==> src/logic/apc_pkg.sv <==
// package for the audio path control register bank
package apc_pkg;

  // ---------------------------------------------------------------
  // register indices on the control port
  // ---------------------------------------------------------------
  localparam logic [7:0] APC_ADR_DIG = 8'h02;
  localparam logic [7:0] APC_ADR_VCFG = 8'h03;
  localparam logic [7:0] APC_ADR_VOLL = 8'h04;
  localparam logic [7:0] APC_ADR_VOLR = 8'h05;

  // ---------------------------------------------------------------
  // reset values and writable masks
  // ---------------------------------------------------------------
  localparam logic [7:0] APC_RST_DIG = 8'h14;
  localparam logic [7:0] APC_RST_VCFG = 8'h80;
  localparam logic [7:0] APC_RST_VOL = 8'hcf;
  localparam logic [7:0] APC_MSK_DIG = 8'hbf;
  localparam logic [7:0] APC_MSK_VCFG = 8'h83;

  // ---------------------------------------------------------------
  // field positions and codes
  // ---------------------------------------------------------------
  localparam int APC_B_SKIP = 7;
  localparam int APC_B_SPEED = 3;
  localparam int APC_B_FADE = 7;
  localparam int APC_B_MUTER = 1;
  localparam int APC_B_MUTEL = 0;
  localparam logic [2:0] APC_FMT_MAX = 3'h5;
  localparam logic [7:0] APC_VOL_FLOOR = 8'h07;
  localparam logic [7:0] APC_VOL_MUTE = 8'h00;

  // ---------------------------------------------------------------
  // fade step period
  // ---------------------------------------------------------------
  localparam int APC_CLK_MHZ = 200;
  localparam int APC_FADE_STEP_US = 10;
  localparam int APC_FADE_CYC = APC_FADE_STEP_US * APC_CLK_MHZ;

  typedef enum logic [1:0] {APC_BOOST_0DB, APC_BOOST_6DB, APC_BOOST_12DB,
    APC_BOOST_18DB} apc_boost_e;

  // decoded digital path controls
  typedef struct packed {
    logic highpass_skip;
    apc_boost_e boost;
    logic rate_speed_select;
    logic [2:0] format;
  } apc_dig_s;

endpackage : apc_pkg

==> src/logic/apc_fade_chan.sv <==
// one channel's applied gain ramp toward its target code
`timescale 1ns/1ps
module apc_fade_chan
  import apc_pkg::*;
(
  // clock and reset
  input wire logic i_clk,
  input wire logic i_rst_n,
  // control
  input wire logic i_step,
  input wire logic i_fade_en,
  input wire logic [7:0] i_target,
  // applied gain code
  output logic [7:0] o_gain
);

  logic [7:0] gain_ff;
  logic [7:0] nxt_gain;

  // step one code per tick while fading, else jump
  assign nxt_gain = !i_fade_en ? i_target :
    (!i_step || gain_ff == i_target) ? gain_ff :
    (gain_ff < i_target) ? gain_ff + 8'h01 : gain_ff - 8'h01;

  always_ff @(posedge i_clk or negedge i_rst_n)
  begin
    if (!i_rst_n)
      gain_ff <= APC_RST_VOL;
    else
      gain_ff <= nxt_gain;
  end

  assign o_gain = gain_ff;

endmodule : apc_fade_chan

==> src/logic/apc_regs.sv <==
// audio path control registers with applied volume ramps
`timescale 1ns/1ps
module apc_regs
  import apc_pkg::*;
#(
  parameter int FADE_CYC = APC_FADE_CYC
)
(
  // clock and reset
  input wire logic i_clk,
  input wire logic i_rst_n,
  // control port register access
  input wire logic i_wr,
  input wire logic i_rd,
  input wire logic [7:0] i_addr,
  input wire logic [7:0] i_wdata,
  output logic [7:0] o_rdata,
  // decoded controls to the audio path
  output apc_dig_s o_dig,
  output logic [7:0] o_gain_l,
  output logic [7:0] o_gain_r,
  output logic o_mute_l,
  output logic o_mute_r
);

  // ---------------------------------------------------------------
  // register storage
  // ---------------------------------------------------------------
  logic [7:0] dig_ff;
  logic [7:0] vcfg_ff;
  logic [7:0] voll_ff;
  logic [7:0] volr_ff;
  logic [7:0] rdata_ff;
  logic [31:0] div_ff;
  logic step_ff;
  logic [7:0] nxt_rdata;
  logic [7:0] nxt_dig;
  logic [31:0] nxt_div;

  // address decode
  wire sel_dig = i_wr && i_addr == APC_ADR_DIG;
  wire sel_vcfg = i_wr && i_addr == APC_ADR_VCFG;
  wire sel_voll = i_wr && i_addr == APC_ADR_VOLL;
  wire sel_volr = i_wr && i_addr == APC_ADR_VOLR;

  // reserved bits never take a write; bad format codes are dropped
  wire fmt_ok = i_wdata[2:0] <= APC_FMT_MAX;
  assign nxt_dig = fmt_ok ? (i_wdata & APC_MSK_DIG) :
    {i_wdata[7:3] & APC_MSK_DIG[7:3], dig_ff[2:0]};

  always_ff @(posedge i_clk or negedge i_rst_n)
  begin
    if (!i_rst_n)
    begin
      dig_ff <= APC_RST_DIG;
      vcfg_ff <= APC_RST_VCFG;
      voll_ff <= APC_RST_VOL;
      volr_ff <= APC_RST_VOL;
    end
    else
    begin
      if (sel_dig)
        dig_ff <= nxt_dig;
      if (sel_vcfg)
        vcfg_ff <= i_wdata & APC_MSK_VCFG;
      if (sel_voll)
        voll_ff <= i_wdata;
      if (sel_volr)
        volr_ff <= i_wdata;
    end
  end

  // ---------------------------------------------------------------
  // read mux, registered; unmapped addresses read zero
  // ---------------------------------------------------------------
  assign nxt_rdata = !i_rd ? rdata_ff :
    (i_addr == APC_ADR_DIG) ? dig_ff :
    (i_addr == APC_ADR_VCFG) ? vcfg_ff :
    (i_addr == APC_ADR_VOLL) ? voll_ff :
    (i_addr == APC_ADR_VOLR) ? volr_ff : 8'h00;

  always_ff @(posedge i_clk or negedge i_rst_n)
  begin
    if (!i_rst_n)
      rdata_ff <= 8'h00;
    else
      rdata_ff <= nxt_rdata;
  end

  // ---------------------------------------------------------------
  // fade tick divider: one-cycle enable per step period
  // ---------------------------------------------------------------
  wire div_end = div_ff == 32'(FADE_CYC - 1);
  assign nxt_div = div_end ? 32'h0 : div_ff + 32'h1;

  always_ff @(posedge i_clk or negedge i_rst_n)
  begin
    if (!i_rst_n)
    begin
      div_ff <= 32'h0;
      step_ff <= 1'b0;
    end
    else
    begin
      div_ff <= nxt_div;
      step_ff <= div_end;
    end
  end

  // ---------------------------------------------------------------
  // target codes: soft mute or sub-floor code ramps down to zero
  // ---------------------------------------------------------------
  wire fade_en = vcfg_ff[APC_B_FADE];
  wire mute_l = vcfg_ff[APC_B_MUTEL] || voll_ff < APC_VOL_FLOOR;
  wire mute_r = vcfg_ff[APC_B_MUTER] || volr_ff < APC_VOL_FLOOR;
  wire [7:0] tgt_l = mute_l ? APC_VOL_MUTE : voll_ff;
  wire [7:0] tgt_r = mute_r ? APC_VOL_MUTE : volr_ff;
  logic [7:0] gain_l;
  logic [7:0] gain_r;

  apc_fade_chan u_fade_l (
    .i_clk(i_clk),
    .i_rst_n(i_rst_n),
    .i_step(step_ff),
    .i_fade_en(fade_en),
    .i_target(tgt_l),
    .o_gain(gain_l)
  );

  apc_fade_chan u_fade_r (
    .i_clk(i_clk),
    .i_rst_n(i_rst_n),
    .i_step(step_ff),
    .i_fade_en(fade_en),
    .i_target(tgt_r),
    .o_gain(gain_r)
  );

  // ---------------------------------------------------------------
  // outputs; mute asserts once the ramp reaches zero
  // ---------------------------------------------------------------
  assign o_rdata = rdata_ff;
  // reserved bit 6 is not carried; the struct packs bits 7 and 5:0
  assign o_dig = {dig_ff[APC_B_SKIP], dig_ff[5:0]};
  assign o_gain_l = gain_l;
  assign o_gain_r = gain_r;
  assign o_mute_l = mute_l && gain_l == APC_VOL_MUTE;
  assign o_mute_r = mute_r && gain_r == APC_VOL_MUTE;

endmodule : apc_regs

==> config.mk <==
export PLATFORM = sky130hd
export DESIGN_NAME = apc_regs
export DESIGN_NICKNAME = d
export VERILOG_FILES = /design/src/logic/apc_pkg.sv /design/src/logic/apc_fade_chan.sv /design/src/logic/apc_regs.sv
export SDC_FILE = /design/constraint.sdc
export NUM_CORES = 1
export LEC_CHECK = 0
export BUFFER_PORTS_ARGS = -buffer_cell sky130_fd_sc_hd__buf_2
export CORE_MARGIN = 5
export CORE_UTILIZATION = 59
export DETAILED_ROUTE_END_ITERATION = 8
export PLACE_DENSITY_LB_ADDON = 0.08
export REMOVE_ABC_BUFFERS = 1
export SYNTH_ARGS = -nofsm -noshare
export SYNTH_HDL_FRONTEND = slang
export SYNTH_HIERARCHICAL = 1
export SYNTH_SLANG_ARGS = --single-unit
==> constraint.sdc <==
create_clock -name i_clk -period 5.4 [get_ports i_clk]
set_clock_uncertainty 0.1 [all_clocks]
set_input_delay 0.54 -clock i_clk [delete_from_list [all_inputs] [get_ports i_clk]]
set_output_delay 0.54 -clock i_clk [all_outputs]
set_load 0.01 [all_outputs]
# Word-level counts from Yosys, hierarchy flattened

Cells that the tools add are included.

Add/sub/neg operators: 5
$lt $le $gt $ge: 5
Equal/unequal tests: 9
Mux-type cells: 13
Reductions and logical operators: 14

Operators with widths:

| kind                                                       | number |
|---|---|
| two-way mux 8 bit                                          | 12 |
| adder 32 x 1 -> 32 bit, second input constant              | 1 |
| == test 32 x 11 -> 1 bit, second input constant            | 1 |
| two-way mux 32 bit                                         | 1 |
| adder 8 x 1 -> 8 bit, second input constant                | 2 |
| == test 8 x 2 -> 1 bit, second input constant              | 2 |
| == test 8 x 3 -> 1 bit, second input constant              | 2 |
| == test 8 bit                                              | 2 |
| logical NOT 8 bit                                          | 2 |
| less-than comparator 8 x 3 -> 1 bit, second input constant | 2 |
| less-than comparator 8 bit                                 | 2 |
| subtractor 8 x 1 -> 8 bit, second input constant           | 2 |
| logical AND 1 bit                                          | 6 |
| logical OR 1 bit                                           | 4 |
| != test 2 bit, second input constant                       | 2 |
| <= comparator 3 bit, second input constant                 | 1 |
| AND reduction 2 bit                                        | 1 |
| logical NOT 1 bit                                          | 1 |

Bits in registers: 84
Bits of input ports: 20
Output and inout bits: 33
Word-level logic and storage cells: 56

# Depth between registers and ports, before layout

Gate-level depths: netlist (run 1).

Depth in word-level cells: 7
Gate-level depth with buffers: 16
Gate-level depth less buffers: 16

# Cells and area by module

Netlist (run 1), hierarchy kept.

By module, submodules not included:

| module                    | instances | cells an instance | area each (µm²) | sequential area each (µm²) |
|---|---|---|---|---|
| apc_regs                  | 1         | 283               | 3303.2          | 1695.4 |
| apc_fade_chan at u_fade_l | 1         | 98                | 862.1           | 207.7 |
| apc_fade_chan at u_fade_r | 1         | 98                | 855.8           | 207.7 |

# Least setup slack after synthesis (run 1)

No wires, ideal clock.

Path kind: register to register
Start: register volr_ff[1]
End: register u_fade_r.gain_ff[7], in the netlist u_fade_r/o_gain[7]
Setup time: 75 ps
Arrival time: 3538 ps
Data required time: 5225 ps
Path slack: 1686 ps
Stages on the path, launching flop included: 17
Buffers on the path: 0
Period minus slack after synthesis: 3714 ps
Cells stage by stage: dfstp_2 > nand3_1 > a31oi_1 > and2_1 > inv_1 > ha_1 > nor2b_1 > o211ai_1 > a21oi_1 > or2_2 > ha_1 > a21o_1 > a221o_1 > a41oi_1 > nand3_1 > o2111a_1 > o211ai_2

Word-level cells in the longest chain between the ends: 7
Elaborated cells on any way between the ends: 10
Those cells by class: order compare: 2; eq/ne: 2; mux: 4; reduce/logical: 2

Ends and longest elaborated chain:

| what                                | RTL line            | source |
|---|---|---|
| from (decl)                         | apc_regs.sv:32      | `logic [7:0] volr_ff;` |
| from (signal assigned)              | apc_regs.sv:69      | `volr_ff <= i_wdata;` |
| less-than comparator 8 x 3 -> 1 bit | apc_regs.sv:115     | `wire mute_r = vcfg_ff[APC_B_MUTER] \|\| volr_ff < APC_VOL_FLOOR;` |
| logical OR 1 bit                    | apc_regs.sv:115     |  |
| two-way mux 8 bit *                 | apc_regs.sv:117     | `wire [7:0] tgt_r = mute_r ? APC_VOL_MUTE : volr_ff;` |
| net tgt_r[1]                        | apc_regs.sv:117     |  |
| less-than comparator 8 bit          | apc_fade_chan.sv:23 | `(gain_ff < i_target) ? gain_ff + 8'h01 : gain_ff - 8'h01;` |
| two-way mux 8 bit                   | apc_fade_chan.sv:23 |  |
| two-way mux 8 bit                   | apc_fade_chan.sv:22 | `(!i_step \|\| gain_ff == i_target) ? gain_ff :` |
| two-way mux 8 bit                   | apc_fade_chan.sv:21 | `assign nxt_gain = !i_fade_en ? i_target :` |
| to (signal assigned)                | apc_fade_chan.sv:30 | `gain_ff <= nxt_gain;` |
| to (decl)                           | apc_fade_chan.sv:17 | `logic [7:0] gain_ff;` |

Mark *: on every way through the listed nets, which the timed path passes. The rest lies on a longest branch. The select of a mux whose other input is x is not followed.
A chain may end at the register's enable or synchronous reset.

# Final worst setup path (run 1)

Start: register voll_ff[0]
End: register u_fade_l.gain_ff[7], in the netlist u_fade_l/o_gain[7]

Word-level cells in the longest chain between the ends: 7
Elaborated cells on any way between the ends: 10
Those cells by class: order compare: 2; eq/ne: 2; mux: 4; reduce/logical: 2

Ends and longest elaborated chain:

| what                                  | RTL line            | source |
|---|---|---|
| from (decl)                           | apc_regs.sv:31      | `logic [7:0] voll_ff;` |
| from (signal assigned)                | apc_regs.sv:67      | `voll_ff <= i_wdata;` |
| less-than comparator 8 x 3 -> 1 bit * | apc_regs.sv:114     | `wire mute_l = vcfg_ff[APC_B_MUTEL] \|\| voll_ff < APC_VOL_FLOOR;` |
| logical OR 1 bit *                    | apc_regs.sv:114     |  |
| two-way mux 8 bit *                   | apc_regs.sv:116     | `wire [7:0] tgt_l = mute_l ? APC_VOL_MUTE : voll_ff;` |
| net tgt_l[1]                          | apc_regs.sv:116     |  |
| less-than comparator 8 bit            | apc_fade_chan.sv:23 |  |
| two-way mux 8 bit                     | apc_fade_chan.sv:23 |  |
| two-way mux 8 bit                     | apc_fade_chan.sv:22 |  |
| two-way mux 8 bit                     | apc_fade_chan.sv:21 |  |
| to (signal assigned)                  | apc_fade_chan.sv:30 |  |
| to (decl)                             | apc_fade_chan.sv:17 |  |

Marks and branches as above.

==> flow_summary.ini, run 1 <==
[run_status]
status = finished, final reports clean

[power]
leakagePower_nw = 2.66
p_per_area_mw_per_mm2 = 278
peakVddDrop_uv = 156

[layout]
nets = 584
fill_cells = 669
diodes = 0
drive_above_1_share_pct = 27.2
synthToLayoutAreaGrowth_pct = 11.8

[placed_design]
dp_hpwl_microns = 7780
port_buffers = 52
gp_congestion = 0.855
dp_worst_setup_slack_ns = 1.28

[grt]
gr-total-overflow = 0
grt_usage_pct = 22.1
grt_pass1_vias = 3791
antenna_found_initial = 0
grt_pass1_wl_microns = 18500
grt_start_max_net_pins = 84

[floorplanning]
die-area_sq_mm = 0.0105
die_y_microns = 102
io_pins = 53
die_w_microns = 102
core-area_sq_mm = 0.00826
core.rowCount = 33
initial_utilization_pct = 60.8

[synth]
synthXorXnorAreaFrac_pct = 7.33
synthSimpleGateAreaFrac_pct = 19.5
synth_seq_cells = 83
synth-compound-area-share_pct = 11.3
yosys.area.top_type = dfrtp_1
synthesis.area_sq_mm = 0.00502
yosys_warnings = 6
synth_edf_count = 0
synthAdderAreaFrac_pct = 8.52
synth_cells = 479
yosysTopAreaCellShare_pct = 27.9
synth.area.mux_share_pct = 8.15
synth_area_leaders = dfrtp_1 (28%), dfstp_2 (14%), ha_1 (7.7%), mux2_2 (7.0%), xnor2_1 (5.4%)
synth.distinct_cells = 57
synth_top_flop_cell = dfrtp_1
synth_top_family_by_area = simple AND/OR/NAND/NOR gates
syn_area_per_cell_sq_um = 10.5
synth-seq-area-share_pct = 42.0
synth-async-reset-ratio_pct = 100

[timing]
timing_hold_violations_final = 0
setup_ws_ns = 1.22
max_freq_mhz = 239
grt_setup_unrepaired = no
setup_viol = 0
fin_hold_ws_ns = 0.252
fin_setup_tns_ns = 0
report.final.slew_viol_count = 0
max-slew-margin-rel_pct = 31.2
layout_min_cycle_time_ns = 4.18
tightest_slew_ns = 1.03
finalCritPeriodShare_pct = 77.4

[detailed_routing]
drt-pass1-iter-count = 4
avgRoutedWirePerCell_microns = 16.5
routed_wl_microns = 10600
viasPerCell = 5.87
drtIter0Drc = 149
dr_total_vias = 3764
drc_errors = 0
antenna_left = 0

[worst_setup_path]
critPathLaunch = voll_ff[0]$_DFFE_PN1P_
cp-endpoint = u_fade_l/o_gain[7]$_DFFE_PN1P_
path_max_fanout = 9
cpMaxStageDelayCell = dfstp_2
cp.required_ns = 5.57
slowest_delay_ns = 0.56
worstPathCellList = nand3_1, a31oi_1, and2_1, inv_1, ha_1, nor2b_1, o21bai_1, a211oi_1, or2_2, ha_1, a21o_1, a221o_1, a41oi_1, nand3_1, o2111a_1, o211ai_2
reg2reg_depth = 16
endpoint_kind = flip-flop
critical_path_arrival_ns = 4.35
rr_endpoint = u_fade_l/o_gain[7]$_DFFE_PN1P_
critPathLaunchType = flip-flop
r2r_slack_ns = 1.22
worstSetupPathType = flip-flop to flip-flop
r2r-start = voll_ff[0]$_DFFE_PN1P_

[clock_tree]
ctsResizeCount = 0
hold_buffers = 0
clk_pin_slew_ns = 0.08
post_cts_buffers = 0
clockBufferDepth = 2
cts-root-buf = clkbuf_8
clkLatencyLatePin_ns = 0.34
cts_tree = done
numCtsBuffers = 9
clock_sinks = 83
htree_levels = 3

[hold_path]
hp-class = primary input to async pin

[job]
maxCapViolations = 0
## worst max-delay path: cells and delay by family (launching register included)
family	cells	cell delay (ns)
AO/OA/AOI/OAI	8	1.90
AND/OR/NAND/NOR	5	0.87
adder cells (fa/ha/maj)	2	0.61
flip-flops	1	0.56
buffers and inverters	1	0.05
## cells in the mapped netlist, types with 3 or more instances
cell type	count
dfrtp_1	56
ha_1	31
mux2_2	31
xnor2_1	31
nand3_1	28
dfstp_2	27
inv_1	27
nand2_1	27
nor2_1	26
a21oi_1	18
o21ai_0	14
nand4_1	13
nor2b_1	13
xor2_1	11
nor4_1	10
o22ai_1	8
a21o_1	7
and2_1	7
a22oi_1	6
buf_2	6
mux2i_1	6
nor3_1	6
a31oi_1	5
and3_1	5
a211oi_1	3
buf_1	3
nand3b_1	3
nor4_4	3
o211ai_1	3
o21a_1	3
or2_2	3
## layout make-up
cell class	count	area, sq um	area share, %
multi-input cells	357	2760	49.1
repair buffers	53	270	4.81
clock inverters	3	67.6	1.20
inverters	27	101	1.80
clock buffers	13	179	3.19
flip-flops and latches	83	2110	37.6
well taps	105	131	2.34
## worst min-delay path by stage
| stage | end | slack, ns | cells past startpoint |
|---|---|---|---|
| floorplan | dig_ff[0]$_DFFE_PN0P_ | 0.14 | 0 |
| global route | o_rdata[5]$_DFFE_PN0P_ | 0.35 | 1 |
| detailed placement | div_ff[31]$_DFF_PN0_ | 0.38 | 1 |
| finish | o_rdata[5]$_DFFE_PN0P_ | 0.25 | 1 |
| global placement | div_ff[31]$_DFF_PN0_ | 0.37 | 1 |
| CTS | o_rdata[5]$_DFFE_PN0P_ | 0.30 | 1 |
## placed cells by master, fill, tap and decap left out, drive strengths merged, types with 3 or more instances in the layout
cell type	Yosys	layout
o21ai	15	15
a21oi	18	18
nand4	15	15
xor2	11	11
a22oi	6	6
mux2	31	31
dfrtp	56	56
buf	9	53
o22ai	8	8
nor3	8	8
dfstp	27	27
nor2	26	26
o21a	3	3
o211ai	5	5
a21o	7	7
nand2	27	27
a31oi	5	5
ha	31	31
nand3b	3	3
xnor2	31	31
nand3	29	29
clkbuf	3	13
nor4	13	13
inv	27	27
or2	3	3
a211oi	3	3
and3	5	5
nor2b	13	13
mux2i	6	6
nor3b	4	4
and2	9	9
## metal layers
metal  share of wire [%]  up-vias  track usage [%]
met5                   0        -                0
met4                 1.0        0             6.46
met3                 3.4        8             3.00
met2                  46       56             34.3
met1                  50     1855             32.6
li1                    -     1845                -
## logic make-up (layout without fill, tap and decap cells)
family | Yosys count | count (layout)
AO/OA/AOI/OAI | 84 | 84
XOR/XNOR | 42 | 42
adder cells (fa/ha/maj) | 33 | 33
buffers and inverters | 39 | 96
flip-flops | 83 | 83
multiplexers | 37 | 37
AND/OR/NAND/NOR | 161 | 161
## report_power, final
part / internal (mW) / switching [mW] / total, mW
clock: 0.311 / 0.222 / 0.533
combinational: 0.149 / 0.205 / 0.354
sequential: 0.647 / 0.0271 / 0.674
## stage by stage
stage          utilization [%]  std cells  power [mW]  instance area, sq um
6_report                  68.0        641        1.56                  5620
5_1_grt                   68.0        641        1.65                  5620
4_1_cts                   68.0        641        1.57                  5620
3_5_place_dp              65.0        625        1.04                  5370
3_3_place_gp              65.0        625        1.02                  5370
2_1_floorplan                -        467       0.928                  4970
## registers in the layout (all words and copies together) (netlist names), 3 cells and up
register / cells
volr_ff: 8
u_fade_l/o_gain: 8
vcfg_ff: 3
voll_ff: 8
u_fade_r/o_gain: 8
o_rdata: 8
div_ff: 32
dig_ff: 7
Power figures use the tool's default switching activity.
==> inputs of run 2 (changes only) <==
--- a/config.mk
+++ b/config.mk
@@ -5,9 +5,10 @@
 export SDC_FILE = /design/constraint.sdc
 export NUM_CORES = 1
 export LEC_CHECK = 0
+export ABC_AREA = 1
 export BUFFER_PORTS_ARGS = -buffer_cell sky130_fd_sc_hd__buf_2
 export CORE_MARGIN = 5
-export CORE_UTILIZATION = 59
+export CORE_UTILIZATION = 60
 export DETAILED_ROUTE_END_ITERATION = 8
 export PLACE_DENSITY_LB_ADDON = 0.08
 export REMOVE_ABC_BUFFERS = 1
==> constraint.sdc (replaced) <==
create_clock -name i_clk -period 4.2 [get_ports i_clk]
set_clock_uncertainty 0.1 [all_clocks]
set_input_delay 0.42 -clock i_clk [delete_from_list [all_inputs] [get_ports i_clk]]
set_output_delay 0.42 -clock i_clk [all_outputs]
set_load 0.01 [all_outputs]
==> run 2 against run 1 <==
Net effect: setup slack lost 0.54 ns; worst hold slack got worse by 0.13 ns; cell count is 51% higher; sequential share of layout area down 3.5 points; power up 10%; critical path depth up 1; critical path type unchanged.
==> flow_summary.ini, run 2 <==
[layout]
largest_reg_flops = 32
largest_register = div_ff
fill_cells = 838
drive_above_1_share_pct = 15.0
layout_commonest_cell = nand2_1
nets = 902
diodes = 0
final_cells = 965
synthToLayoutAreaGrowth_pct = 9.71
final_cell_mix = nand2_1 (233), inv_1 (118), nor2_1 (109)
utilization_pct = 67.3

[detailed_routing]
viasPerCell = 5.46
wl_met2_microns = 6560
dr_total_vias = 5270
antenna_left = 0
met1_length_microns = 6610
avgRoutedWirePerCell_microns = 14.6
drt-pass1-iter-count = 5
routed_wl_microns = 14100
drc_errors = 0
met3_length_microns = 680
highest_layer = met4
drtIter0Drc = 341

[timing]
report.final.slew_viol_count = 0
timing_hold_violations_final = 0
setup_ws_ns = 0.681
layout_min_cycle_time_ns = 3.52
finalCritPeriodShare_pct = 83.8
setup_viol = 0
grt_setup_unrepaired = no
tightest_slew_ns = 1.04
max-slew-margin-rel_pct = 30.4
max_freq_mhz = 284
fin_setup_tns_ns = 0

[placed_design]
port_buffers = 52
dp_worst_setup_slack_ns = 0.765
dp_hpwl_microns = 11000
gp_congestion = 0.948
dp.cells = 949

[synth]
yosys_warnings = 6
synth.most_common_cell = nand2_1
synth.distinct_cells = 35
synth-seq-area-share_pct = 37.4
synth_edf_count = 0
yosysTopAreaCellShare_pct = 24.8
synth_seq_cells = 83
synth-async-reset-ratio_pct = 100
syn_area_per_cell_sq_um = 7.14
synthesis.area_sq_mm = 0.00564
synth_top_flop_cell = dfrtp_1
synth_cells = 790
yosys.area.top_type = dfrtp_1
yosys-top-cells-count = nand2_1 (233), inv_1 (118), nor2_1 (109)
synth_area_leaders = dfrtp_1 (25%), nand2_1 (15%), dfstp_2 (13%), inv_1 (7.8%), nor2_1 (7.3%)

[worst_setup_path]
r2r-start = volr_ff[0]$_DFFE_PN1P_
slowest_delay_ns = 0.57
path_max_fanout = 10
crit_top_cell = nand2_1
critical_path_arrival_ns = 3.71
worstPathCellList = nand3_1, nand4_1, nand2_1, nor2_1, inv_1, ha_1, a21oi_1, nor2_1, nor2_1, nand2_1, ha_1, a21oi_1, nand2_1, a21oi_1, xnor2_1, nand2_1, nand3_1
critPathLaunch = volr_ff[0]$_DFFE_PN1P_
endpoint_kind = flip-flop
cp.required_ns = 4.39
worstSetupPathType = flip-flop to flip-flop
critPathLaunchType = flip-flop
cpMaxStageDelayCell = dfstp_2

[clock_tree]
post_cts_buffers = 0
cts-root-buf = clkbuf_8
hold_buffers = 0
ctsResizeCount = 0
clkLatencyLatePin_ns = 0.35
clockBufferDepth = 2
clk_pin_slew_ns = 0.09
numCtsBuffers = 9
clock_sinks = 83
htree_levels = 3
cts_tree = done

[grt]
grt_pass1_wl_microns = 24000
antenna_found_initial = 0
grt_usage_pct = 26.0
gr-total-overflow = 0
grt_pass1_vias = 5193
grt_start_max_net_pins = 84

[power]
p_total_mw = 1.72
peakVddDrop_uv = 237
leakagePower_nw = 3.11
p_per_area_mw_per_mm2 = 278

[floorplanning]
die-area_sq_mm = 0.0114
io_pins = 53
initial_utilization_pct = 61.4
core.rowCount = 35
core-area_sq_mm = 0.00920
die_w_microns = 107
die_y_microns = 107

[hold_path]
hp-class = primary input to async pin

[job]
maxCapViolations = 0

[run_status]
status = finished, final reports clean
run 2: changes by cell type after synthesis, moves of 7 or more:
| cell | previous run | this run |
|---|---|---|
| and2_1 | 7 | 0 |
| inv_1 | 27 | 118 |
| inv_2 | 0 | 7 |
| mux2_2 | 31 | 0 |
| nand2_1 | 27 | 233 |
| nand3_1 | 28 | 65 |
| nor2_1 | 26 | 109 |
| nor2b_1 | 13 | 0 |
| o211ai_1 | 3 | 11 |
| o21ai_0 | 14 | 28 |
| o22ai_1 | 8 | 0 |
| xnor2_1 | 31 | 9 |
run 2: layout make-up:
type / count / area (sq um) / area share [%]
multi-input cells: 578 / 3030 / 48.9
flip-flops and latches: 83 / 2110 / 34.1
inverters: 125 / 469 / 7.58
clock inverters: 7 / 57.6 / 0.930
clock buffers: 9 / 124 / 2.00
repair buffers: 52 / 263 / 4.24
well taps: 111 / 139 / 2.24
run 2: final timing paths:
| kind | slack, ns | endpoint | cells past startpoint |
|---|---|---|---|
| worst max-delay path | 0.68 | u_fade_r/o_gain[5]$_DFFE_PN0P_ | 17 |
| min in group i_clk | 0.19 | dig_ff[2]$_DFFE_PN1P_ | 3 |
| worst max register to register | 0.68 | u_fade_r/o_gain[5]$_DFFE_PN0P_ | 17 |
| worst min register to register | 0.38 | o_rdata[6]$_DFFE_PN0P_ | 2 |
| max in group asynchronous | 3.19 | div_ff[24]$_DFF_PN0_ | 1 |
| worst min-delay path | 0.12 | dig_ff[0]$_DFFE_PN0P_ | 1 |
run 2: cells by family after synthesis:
kind of cell | count (synthesis) | share of synthesized area, %
AO/OA/AOI/OAI | 71 | 7.67
XOR/XNOR | 22 | 3.41
adder cells (fa/ha/maj) | 33 | 7.58
buffers and inverters | 129 | 8.94
flip-flops | 83 | 37.4
AND/OR/NAND/NOR | 452 | 35.0
run 2: layer usage:
layer | up-vias | track usage (%)
li1 | 2619 | -
met3 | 28 | 3.49
met4 | 0 | 8.58
met1 | 2476 | 35.4
met5 | - | 0
met2 | 147 | 43.0
run 2: worst max-delay path, delay by kind of cell (launching register included):
kind / cells / cell delay, ns
fa+ha+maj: 2 / 0.76
flops: 1 / 0.57
xor+xnor: 1 / 0.14
buf+inv: 1 / 0.06
compound gates: 3 / 0.56
simple gates: 10 / 1.26
run 2: report_power, final:
part	internal (mW)	leakage (nW)	switching, mW
Sequential	0.823	1.04	0.0195
Combinational	0.121	1.98	0.217
Clock	0.223	0.0881	0.319
Total	1.17	3.11	0.555
run 2: stage by stage:
step / area, sq um / hold slack (ns)
finish: 6190 / 0.121
global placement: 6010 / 0.359
detailed placement: 6010 / 0.361
CTS: 6190 / 0.163
floorplan: 5610 / 0.0244
global route: 6190 / 0.187
